==> src/ipa_pkg.sv <==
// constants shared by the control-port slave and its parameter store
// assumes nothing beyond a synthesis tool that reads packages
package ipa_pkg;
  localparam logic [6:0] DEV_ADDR        = 7'h43;  // bus address, 8'h86 write / 8'h87 read
  localparam logic [7:0] SUB_MAKER       = 8'h00;  // maker_id
  localparam logic [7:0] SUB_STATUS      = 8'h35;  // param_ram_status
  localparam logic [7:0] SUB_RADDR       = 8'h36;  // param_ram_read_addr
  localparam logic [7:0] SUB_WADDR       = 8'h37;  // param_ram_write_addr
  localparam logic [7:0] SUB_DATA        = 8'h38;  // param_ram_data
  localparam logic [7:0] SUB_PAD         = 8'hf2;  // output_pad_enable
  localparam int         BUSY_BIT        = 2;      // busy flag position in status
  localparam logic [7:0] PAD_RESET       = 8'h00;  // output_pad_enable after reset
  localparam logic [7:0] MAKER_ID_VALUE  = 8'h5a;  // arbitrary identification value
  localparam int         RAM_LATENCY     = 4;      // cycles for one parameter store access
  localparam int         RAM_ADDR_BITS   = 8;      // implemented parameter store depth log2
  // one-hot states of the byte-level slave
  typedef enum logic [4:0] {
    ST_IDLE = 5'b00001,
    ST_ADDR = 5'b00010,
    ST_SUB  = 5'b00100,
    ST_WR   = 5'b01000,
    ST_RD   = 5'b10000
  } ipa_state_e;
endpackage

==> src/ipa_ram_if.sv <==
// request and answer wires between the slave and the parameter store
// assumes both ends run on the same clock
`timescale 1ns/1ps
interface ipa_ram_if;
  logic        req;    // one-cycle access request
  logic        we;     // request writes when high
  logic [15:0] addr;   // word address
  logic [15:0] wdata;  // word to store
  logic [15:0] rdata;  // word fetched, valid with done
  logic        done;   // one-cycle completion pulse
  modport host (output req, output we, output addr, output wdata, input rdata, input done);
  modport ram  (input req, input we, input addr, input wdata, output rdata, output done);
endinterface

==> src/ipa_top.sv <==
// control-port slave with direct byte registers and indirect parameter store access
// assumes the bus master drives all transfers; scl and sda arrive asynchronously
// Notes on behaviour
// - direct write: address, subaddress, data, stop
// - direct read: subaddress, repeated start, byte out
// - status bit 2 shows store busy
// - two bytes at 37h latch write address
// - two bytes at 38h store word there
// - two bytes at 36h fetch word, busy meanwhile
// - read at 38h returns fetched word, two bytes
// - slave always accessible, never locked at power-up
`timescale 1ns/1ps
module ipa_top import ipa_pkg::*; #(
  parameter logic [6:0] SLAVE_ADDR = DEV_ADDR,        // seven-bit bus address
  parameter logic [7:0] MAKER_ID   = MAKER_ID_VALUE,  // arbitrary identification value
  parameter int         RAM_AW     = RAM_ADDR_BITS,   // implemented store depth log2
  parameter int         RAM_LAT    = RAM_LATENCY      // store access latency in cycles
) (
  input  wire logic       REF_CLK_IN,
  input  wire logic       NRST_IN,
  input  wire logic       CE_IN,
  input  wire logic       SCL_IN,
  input  wire logic       SDA_IN,
  output logic            SDA_OUT,
  output logic            SDA_OE_N_OUT,
  output logic [7:0]      OUTPUT_PAD_ENABLE_OUT
);
  // subaddresses that carry a two-byte word
  function automatic logic is_word_sub(input logic [7:0] s);
    return (s == SUB_RADDR) || (s == SUB_WADDR) || (s == SUB_DATA);
  endfunction

  ipa_ram_if ram_bus ();  // link to the parameter store

  logic [1:0] pins_s;     // synchronised {scl, sda}
  logic       scl_s;      // synchronised clock line
  logic       sda_s;      // synchronised data line
  logic       scl_d;      // previous clock level
  logic       sda_d;      // previous data level

  ipa_state_e  state;      // byte-level position in the transfer
  logic [2:0]  bit_cnt;    // bit within the byte
  logic        ack_ph;     // in the ninth (acknowledge) bit
  logic        ack_drive;  // we pull the acknowledge low
  logic [7:0]  shreg;      // byte being shifted in or out
  logic [7:0]  sub;        // current subaddress
  logic [1:0]  byte_idx;   // byte within a write to sub
  logic        rd_idx;     // byte within a word read
  logic [7:0]  hi_byte;    // first byte of a word write
  logic [7:0]  pad;        // output_pad_enable
  logic        busy;       // parameter store busy
  logic [15:0] raddr;      // read address
  logic [15:0] waddr;      // write address
  logic [15:0] rd_word;    // word fetched from the store
  logic        fetch_pend; // outstanding access returns read data
  logic        out_low;    // registered pull-low of sda
  logic        req;        // request pulse to the store
  logic        req_we;     // request kind
  logic [15:0] req_addr;   // request address
  logic [15:0] req_wdata;  // request write word
  logic        skip_fall;  // swallow the clock fall that closes a start

  // the bus lines are sampled by REF_CLK_IN only, so every bus event reaches the
  // logic about three cycles late; the bus clock must stay slow enough that a
  // low phase spans at least six reference cycles, or a driven bit would move
  // while the master samples it
  // edge and condition decode on the synchronised lines
  wire scl_rise  = scl_s & ~scl_d;
  wire scl_fall  = ~scl_s & scl_d;
  wire start_det = scl_s & scl_d & sda_d & ~sda_s;
  wire stop_det  = scl_s & scl_d & ~sda_d & sda_s;
  wire byte_end  = scl_fall & ~ack_ph & (bit_cnt == 3'h7);
  wire addr_hit  = (shreg[7:1] == SLAVE_ADDR);
  wire [15:0] word_in = {hi_byte, shreg};
  wire word_done = (state == ST_WR) && is_word_sub(sub) && (byte_idx == 2'h1);

  // reads are answered from whatever sub holds; sub survives a repeated start
  // and the end of a transfer, so a bare read repeats the last register
  // read selection
  wire [7:0] status_byte = {7'h00, busy} << BUSY_BIT;
  wire [7:0] data_byte   = rd_idx ? rd_word[7:0] : rd_word[15:8];
  wire [7:0] rd_byte     = (sub == SUB_MAKER)  ? MAKER_ID :
                           (sub == SUB_STATUS) ? status_byte :
                           (sub == SUB_PAD)    ? pad :
                           (sub == SUB_DATA)   ? data_byte : 8'h00;

  // pull-low request: acknowledge we give, or a zero data bit
  // registered in out_low so the pin never glitches on decode hazards
  wire drive_now = (ack_ph & ack_drive) | ((state == ST_RD) & ~ack_ph & ~shreg[7]);

  // a store request goes out on any completed word at 36h..38h
  wire acc_raddr = byte_end & word_done & (sub == SUB_RADDR);
  wire acc_waddr = byte_end & word_done & (sub == SUB_WADDR);
  wire acc_wdata = byte_end & word_done & (sub == SUB_DATA);

  // both bus lines share one synchroniser so their relative order is kept
  ipa_sync #(
    .W (2)
  ) u_sync (
    .clk_in  (REF_CLK_IN),
    .nrst_in (NRST_IN),
    .ce_in   (CE_IN),
    .d_in    ({SCL_IN, SDA_IN}),
    .q_out   (pins_s)
  );
  assign scl_s = pins_s[1];
  assign sda_s = pins_s[0];

  // the store sees plain request wires; the request flops sit in this module
  ipa_ram #(
    .AW  (RAM_AW),
    .LAT (RAM_LAT)
  ) u_ram (
    .clk_in  (REF_CLK_IN),
    .nrst_in (NRST_IN),
    .ce_in   (CE_IN),
    .bus     (ram_bus.ram)
  );
  assign ram_bus.req   = req;
  assign ram_bus.we    = req_we;
  assign ram_bus.addr  = req_addr;
  assign ram_bus.wdata = req_wdata;

  // open-drain pin: oe low while pulling the line low
  // SDA_OUT is the value driven while enabled; only a pull-low is ever made
  assign SDA_OUT               = 1'b0;
  assign SDA_OE_N_OUT          = ~out_low;
  assign OUTPUT_PAD_ENABLE_OUT = pad;

  // delayed line levels for edge detection, plus the output flop
  always_ff @(posedge REF_CLK_IN or negedge NRST_IN) begin
    if (!NRST_IN) begin
      scl_d   <= 1'b1;
      sda_d   <= 1'b1;
      out_low <= 1'b0;
    end else if (CE_IN) begin
      scl_d   <= scl_s;
      sda_d   <= sda_s;
      out_low <= drive_now;
    end
  end

  // bit_cnt counts clock falls within a byte; byte_end marks the fall of the
  // eighth bit, after which ack_ph covers the ninth. a start sets skip_fall
  // because the clock fall that closes it belongs to no bit
  // byte-level slave; no power-up lock, it answers from the first edge
  always_ff @(posedge REF_CLK_IN or negedge NRST_IN) begin
    if (!NRST_IN) begin
      state     <= ST_IDLE;
      bit_cnt   <= 3'h0;
      ack_ph    <= 1'b0;
      ack_drive <= 1'b0;
      shreg     <= 8'h00;
      sub       <= 8'h00;
      byte_idx  <= 2'h0;
      rd_idx    <= 1'b0;
      hi_byte   <= 8'h00;
      skip_fall <= 1'b0;
    end else if (CE_IN) begin
      if (start_det) begin
        // start or repeated start: sub is kept for the read that follows
        state     <= ST_ADDR;
        bit_cnt   <= 3'h0;
        skip_fall <= 1'b1;  // the closing fall of the start is no data bit
        ack_ph    <= 1'b0;
        ack_drive <= 1'b0;
      end else if (stop_det) begin
        skip_fall <= 1'b0;
        state     <= ST_IDLE;
        ack_ph    <= 1'b0;
        ack_drive <= 1'b0;
      end else if (state != ST_IDLE) begin
        if (scl_rise && !ack_ph && state != ST_RD) begin
          shreg <= {shreg[6:0], sda_s};  // sample master bits on the rising clock
        end else if (scl_rise && ack_ph && !ack_drive && sda_s) begin
          state <= ST_IDLE;  // master said no more bytes
        end
        if (byte_end) begin
          bit_cnt <= 3'h0;
          ack_ph  <= 1'b1;
          case (state)
            ST_ADDR: begin
              ack_drive <= addr_hit;
              rd_idx    <= 1'b0;
              if (!addr_hit) begin
                state  <= ST_IDLE;  // another slave's transfer
                ack_ph <= 1'b0;
              end else if (shreg[0]) begin
                state <= ST_RD;
              end else begin
                state <= ST_SUB;
              end
            end
            ST_SUB: begin
              ack_drive <= 1'b1;
              sub       <= shreg;
              byte_idx  <= 2'h0;
              state     <= ST_WR;
            end
            ST_WR: begin
              ack_drive <= 1'b1;
              hi_byte   <= shreg;  // first byte is the upper one
              if (byte_idx != 2'h3) begin
                byte_idx <= byte_idx + 2'h1;  // extra bytes beyond a word are ignored
              end
            end
            ST_RD: begin
              ack_drive <= 1'b0;  // master owns the ninth bit
            end
            default: begin
              state <= ST_IDLE;
            end
          endcase
        end else if (scl_fall && ack_ph) begin
          ack_ph    <= 1'b0;
          ack_drive <= 1'b0;
          if (state == ST_RD) begin
            shreg  <= rd_byte;  // next byte to send
            rd_idx <= ~rd_idx;
          end
        end else if (scl_fall && skip_fall) begin
          skip_fall <= 1'b0;  // first fall after a start: count nothing
        end else if (scl_fall) begin
          bit_cnt <= bit_cnt + 3'h1;
          if (state == ST_RD) begin
            shreg <= {shreg[6:0], 1'b0};
          end
        end
      end
    end
  end

  // every byte of a write to f2h lands here; the last one wins
  // direct byte register writes
  always_ff @(posedge REF_CLK_IN or negedge NRST_IN) begin
    if (!NRST_IN) begin
      pad <= PAD_RESET;
    end else if (CE_IN && byte_end && state == ST_WR && sub == SUB_PAD) begin
      pad <= shreg;
    end
  end

  // only one store access can be in flight; the store drops a request while
  // busy, so a master that skips the busy poll loses the later word; the
  // write-address load also makes a dummy read so that busy behaves the same
  // for all three word subaddresses
  // indirect access: latch addresses, issue store requests
  always_ff @(posedge REF_CLK_IN or negedge NRST_IN) begin
    if (!NRST_IN) begin
      raddr      <= 16'h0000;
      waddr      <= 16'h0000;
      req        <= 1'b0;
      req_we     <= 1'b0;
      req_addr   <= 16'h0000;
      req_wdata  <= 16'h0000;
      fetch_pend <= 1'b0;
    end else if (CE_IN) begin
      req <= 1'b0;
      if (acc_raddr) begin
        raddr      <= word_in;
        req        <= 1'b1;
        req_we     <= 1'b0;
        req_addr   <= word_in;
        fetch_pend <= 1'b1;
      end else if (acc_waddr) begin
        waddr      <= word_in;
        req        <= 1'b1;     // dummy access so busy spans the load
        req_we     <= 1'b0;
        req_addr   <= word_in;
        fetch_pend <= 1'b0;
      end else if (acc_wdata) begin
        req        <= 1'b1;
        req_we     <= 1'b1;
        req_addr   <= waddr;
        req_wdata  <= word_in;
        fetch_pend <= 1'b0;
      end
    end
  end

  // busy rises the cycle after a word is accepted and falls the cycle after
  // the store pulses done, RAM_LAT plus two cycles later in all
  // busy flag and fetched word; a new accept beats a completion
  always_ff @(posedge REF_CLK_IN or negedge NRST_IN) begin
    if (!NRST_IN) begin
      busy    <= 1'b0;
      rd_word <= 16'h0000;
    end else if (CE_IN) begin
      if (acc_raddr || acc_waddr || acc_wdata) begin
        busy <= 1'b1;
      end else if (ram_bus.done) begin
        busy <= 1'b0;
      end
      if (ram_bus.done && fetch_pend) begin
        rd_word <= ram_bus.rdata;
      end
    end
  end
endmodule // ipa_top

==> src/ipa_sync.sv <==
// two-stage synchroniser for inputs from outside the clock domain
// assumes ce freezes both stages like all other state
`timescale 1ns/1ps
module ipa_sync #(
  parameter int W = 2
) (
  input  wire logic         clk_in,
  input  wire logic         nrst_in,
  input  wire logic         ce_in,
  input  wire logic [W-1:0] d_in,
  output logic      [W-1:0] q_out
);
  logic [W-1:0] meta;  // first stage, read only by the second

  // idle bus level is high, so both stages reset high
  always_ff @(posedge clk_in or negedge nrst_in) begin
    if (!nrst_in) begin
      meta  <= '1;
      q_out <= '1;
    end else if (ce_in) begin
      meta  <= d_in;
      q_out <= meta;
    end
  end
endmodule // ipa_sync

==> src/ipa_ram.sv <==
// parameter store: word array with a fixed access latency
// assumes one request at a time; a request while busy is dropped
`timescale 1ns/1ps
module ipa_ram import ipa_pkg::*; #(
  parameter int AW  = RAM_ADDR_BITS,
  parameter int LAT = RAM_LATENCY
) (
  input  wire logic clk_in,
  input  wire logic nrst_in,
  input  wire logic ce_in,
  ipa_ram_if.ram    bus
);
  logic [15:0]   mem [0:(1<<AW)-1];  // parameter words, no reset
  logic [7:0]    cnt;                // latency countdown
  logic          act;                // access in flight
  logic          we_q;               // latched request kind
  logic [AW-1:0] a_q;                // latched address
  logic [15:0]   d_q;                // latched write word

  // control: latch request, count latency, pulse done
  always_ff @(posedge clk_in or negedge nrst_in) begin
    if (!nrst_in) begin
      act      <= 1'b0;
      cnt      <= 8'h00;
      we_q     <= 1'b0;
      a_q      <= '0;
      d_q      <= 16'h0000;
      bus.done <= 1'b0;
    end else if (ce_in) begin
      bus.done <= 1'b0;
      if (!act && bus.req) begin
        act  <= 1'b1;
        cnt  <= 8'(LAT - 1);
        we_q <= bus.we;
        a_q  <= bus.addr[AW-1:0];  // upper address bits fold onto the implemented depth
        d_q  <= bus.wdata;
      end else if (act) begin
        if (cnt == 8'h00) begin
          act      <= 1'b0;
          bus.done <= 1'b1;
        end else begin
          cnt <= cnt - 8'h01;
        end
      end
    end
  end

  // array port: write and read happen at the end of the latency
  always_ff @(posedge clk_in) begin
    if (ce_in && act && cnt == 8'h00) begin
      if (we_q) begin
        mem[a_q] <= d_q;
      end
      bus.rdata <= mem[a_q];
    end
  end
endmodule // ipa_ram

==> config.mk <==
export PLATFORM = sky130hd
export DESIGN_NAME = ipa_top
export DESIGN_NICKNAME = d
export VERILOG_FILES = /design/src/ipa_pkg.sv /design/src/ipa_ram_if.sv /design/src/ipa_top.sv /design/src/ipa_sync.sv /design/src/ipa_ram.sv
export SDC_FILE = /design/constraint.sdc
export NUM_CORES = 2
export LEC_CHECK = 0
export BUFFER_PORTS_ARGS = -buffer_cell sky130_fd_sc_hd__buf_2
export CAP_MARGIN = 25
export CORE_ASPECT_RATIO = 1.2
export CORE_MARGIN = 2
export CORE_UTILIZATION = 35
export DETAILED_ROUTE_END_ITERATION = 12
export PLACE_DENSITY = 0.49
export SLEW_MARGIN = 20
export SYNTH_ARGS = -nofsm -noshare
export SYNTH_HDL_FRONTEND = slang
export SYNTH_SLANG_ARGS = --single-unit
==> constraint.sdc <==
create_clock -name REF_CLK_IN -period 5.6 [get_ports REF_CLK_IN]
set_clock_uncertainty 0.05 [all_clocks]
set_input_delay 1.12 -clock REF_CLK_IN [delete_from_list [all_inputs] [get_ports REF_CLK_IN]]
set_output_delay 1.12 -clock REF_CLK_IN [all_outputs]
set_load 0.1 [all_outputs]
==> summary.md <==
| Metric | Value |
|---|---|
| Outcome | completed |
| Routed WL per cell | 35.2 um |
| Postcts setup bufs | 0 |
| Worst setup margin | 565 ps |
| Final slew viol count | 0 |
| Met1 Track Usage GR | 28.4% |
| Worst-Skew Late Latency | 1040 ps |
| Final period util | 89.9% |
| Vias | 81.7k |
| DP Worst Slack | 666 ps |
| WS Path Type | reg -> reg |
| WP data arrival | 5820 ps |
| Met2 global-route usage | 35.1% |
| Die Y | 753 um |
| Number of synthesized flops with an enable pin | 4,112 |
| Critical Path Source | u_ram.a_q[0] |
| Cells taking the most area after synthesis | edfxtp_1 (75%), mux4_2 (15%), dfrtp_1 (2.0%) |
| Core area | 0.467 mm^2 |
| Fin. Hold Viols | 0 |
| Mapped Area | 0.164 mm^2 |
| CTS clk-pin slew, worst paths | 60 ps |
| HPWL Detailed | 320 mm |
| Slew HR | 3.14% |
| Syn Inst Count | 7,318 |
| I/O Pins | 15 |
| Busiest layer in global routing | met2 |
| Max cap viols | 0 |
| Crit path to | u_ram.bus.rdata[13] |
| Pwr Total | 64,700 uW |
| DIE WIDTH | 628 um |
| Die Area | 0.473 mm^2 |
| Initial antenna violation count | 26 |
| Area delta synth->final | 16.0% |
| Final setup violation count | 0 |
| Met3 Use GR | 3.22% |
| LEAKAGE | 0.0687 uW |
| Clock Path Buffers | 4 |
| Vias in the first global route | 82.4k |
| First-pass GRT wire length | 703 mm |
| Min Tclk post-route | 5040 ps |
| Port bufs | 13 |
| CP Launch Type | flip-flop |
| Initial Util | 35.1% |
| Final TNS setup | 0 ps |
| Initial drt markers | 9,609 |
| Hold WS | 129 ps |
| Drt pass-1 iters | 6 |
| Crit. End Element | flip-flop |
| Max incr delay on CP | 950 ps |
| Slowest CP cell | dfrtp_4 |
| Syn nets | 7,329 |
| Avg Cell Area, Syn | 22.4 um^2 |
| Root Driver | clkbuf_16 |
| Nets | 7,959 |
| Crit path max fanout | 26 |
| Critical R2R Capture | u_ram.bus.rdata[13] |
| FF-to-FF path depth | 9 |
| Synth warn | 0 |
| Ys async rst share | 3.29% |
| Routed wire length | 512 mm |
| Fmax | 0.199 GHz |
| Yosys top cell area share | 75.5% |
| Ratio of cells with drive above 1 in the final layout | 33.3% |
| CTS tree | yes |
| HP Class | in -> async |
| Required @ worst endpoint | 6390 ps |
| Critical R2R Launch | u_ram.a_q[0] |
| R2r setup slk | 560 ps |
| Seq cells post-synth | 4,252 |
| Max VDD drop | 271 uV |
| Remaining routing DRC violations | 0 |
| Cell Chain, Critical Path | buf_12 -> buf_4 -> buf_4 -> nand3b_1 -> o22ai_1 -> a31oi_1 -> nor4b_1 -> a31oi_1 -> o211ai_1 |
| Worst slew pin tran | 1450 ps |
| Global placer's final weighted congestion | 0.872 |
| Routed vias/inst | 5.61 |
| Main synth FF type | edfxtp_1 |
| Seq/Total Area, Yosys | 77.6% |
| Largest net degree at the start of global routing | 227 |
| Standard-cell rows | 275 |
| Total track usage | 21.3% |
| P per Cell Area | 341 mW/mm^2 |
| CTS Buf Count | 420 |
| Synth area leader | edfxtp_1 |
| Distinct cells, synth | 68 |
| DRT antenna net count | 0 |
| CTS Sinks | 4,252 |
| Filler cells | 41.0k |
| Max H-tree Level | 5 |
| Total grt overflow | 0 |
| # hold bufs at CTS | 0 |
| CTS resizes | 0 |
| RSZ-0062 raised after global routing | false |
-- synthesized netlist by cell type, drive strengths merged (12+ instances only) --
master,number
o21ai,73
a21oi,62
mux4,1095
clkbuf,176
o22ai,81
mux2i,146
nor2,272
a211oi,15
a22o,52
edfxtp,4112
mux2,90
a221oi,42
nand2,238
nand4,18
nand2b,14
and3,12
nor4,23
nand3,52
nor3,54
nor2b,20
buf,256
dfrtp,133
a22oi,101
-- cell families (layout without fill, tap and decap cells) --
family,after synthesis,after routing,share of synthesized area (%)
other cells,1,18,0.00229
mux,1331,1331,16.6
xor+xnor,8,8,0.0428
compound gates,507,507,2.17
fa+ha+maj,6,6,0.0459
simple gates,768,768,2.14
buf+inv,445,1429,1.39
flops,4252,4252,77.6
-- worst min path at each step --
stage | endpoint | slack, ps | cells past startpoint
after floorplan | u_ram.d_q[0] | 380 | 2
after global placement | u_ram.d_q[0] | 390 | 2
after detailed placement | u_ram.d_q[0] | 400 | 2
after CTS | state[3] | 110 | 1
after global routing | state[3] | 150 | 1
final | state[3] | 130 | 1
-- report_power, final --
group | switching [uW] | internal [uW]
Combinational | 840 | 350
Clock | 12300 | 16500
Sequential | 228 | 34400
Total | 13400 | 51300
-- critical path: cells and delay by family (launching register included) --
family / cells / cell delay, ps
DFF: 1 / 950
AOI/OAI and AO/OA: 4 / 1140
and+or+nand+nor: 2 / 1740
buffers and inverters: 3 / 930
-- layout by cell type (no fill, tap or decap), drive strengths merged, types with 21 or more instances in the layout --
master  netlist  layout
mux2i       146     146
nor3         54      54
buf         256     640
a21oi        62      62
o22ai        81      81
nor2        272     272
mux4       1095    1095
clkinv        2     181
nor4         23      23
bufinv        0      52
nand2       238     238
mux2         90      90
edfxtp     4112    4112
o21ai        73      73
a22o         52      52
clkbuf      176     522
a22oi       101     101
a221oi       42      42
inv          11      21
nand3        52      52
dfrtp       133     133
-- metrics by stage --
step | instance area [um^2] | cells | utilization [%]
floorplan | 164000 | 7318 | -
global placement | 176000 | 13700 | 37.6
detailed placement | 176000 | 13800 | 37.7
CTS | 190000 | 14500 | 40.7
global route | 190000 | 14500 | 40.7
finish | 190000 | 14600 | 40.7
-- sequential cells by signal (all words and copies together), names as in the netlist, 3 cells and up --
register	flops
OUTPUT_PAD_ENABLE_OUT	8
u_ram.d_q	16
state	5
bit_cnt	3
sub	8
u_ram.mem	4096
u_ram.a_q	8
ram_bus.addr	8
ram_bus.wdata	16
u_ram.bus.rdata	16
u_ram.cnt	8
rd_word	16
shreg	8
waddr	8
hi_byte	8
-- layout make-up --
cell class,count,area [um^2],share of cell area (%)
Sequential cell,4252,127000,66.9
Multi-Input combinational cell,2621,35300,18.6
Clock buffer,522,11100,5.86
Tap cell,6232,7800,4.11
Timing Repair Buffer,640,5640,2.97
Clock inverter,254,2840,1.50
Inverter,13,56.3,0.0297
Antenna cell,17,42.5,0.0224
-- routing by layer --
layer | share of wire [%] | routed length (um)
met1 | 40 | 205000
met2 | 49 | 250000
met3 | 6.8 | 34700
met4 | 4.4 | 22700
met5 | 0.0053 | 27
No activity file was read; power rests on OpenSTA's default activity.
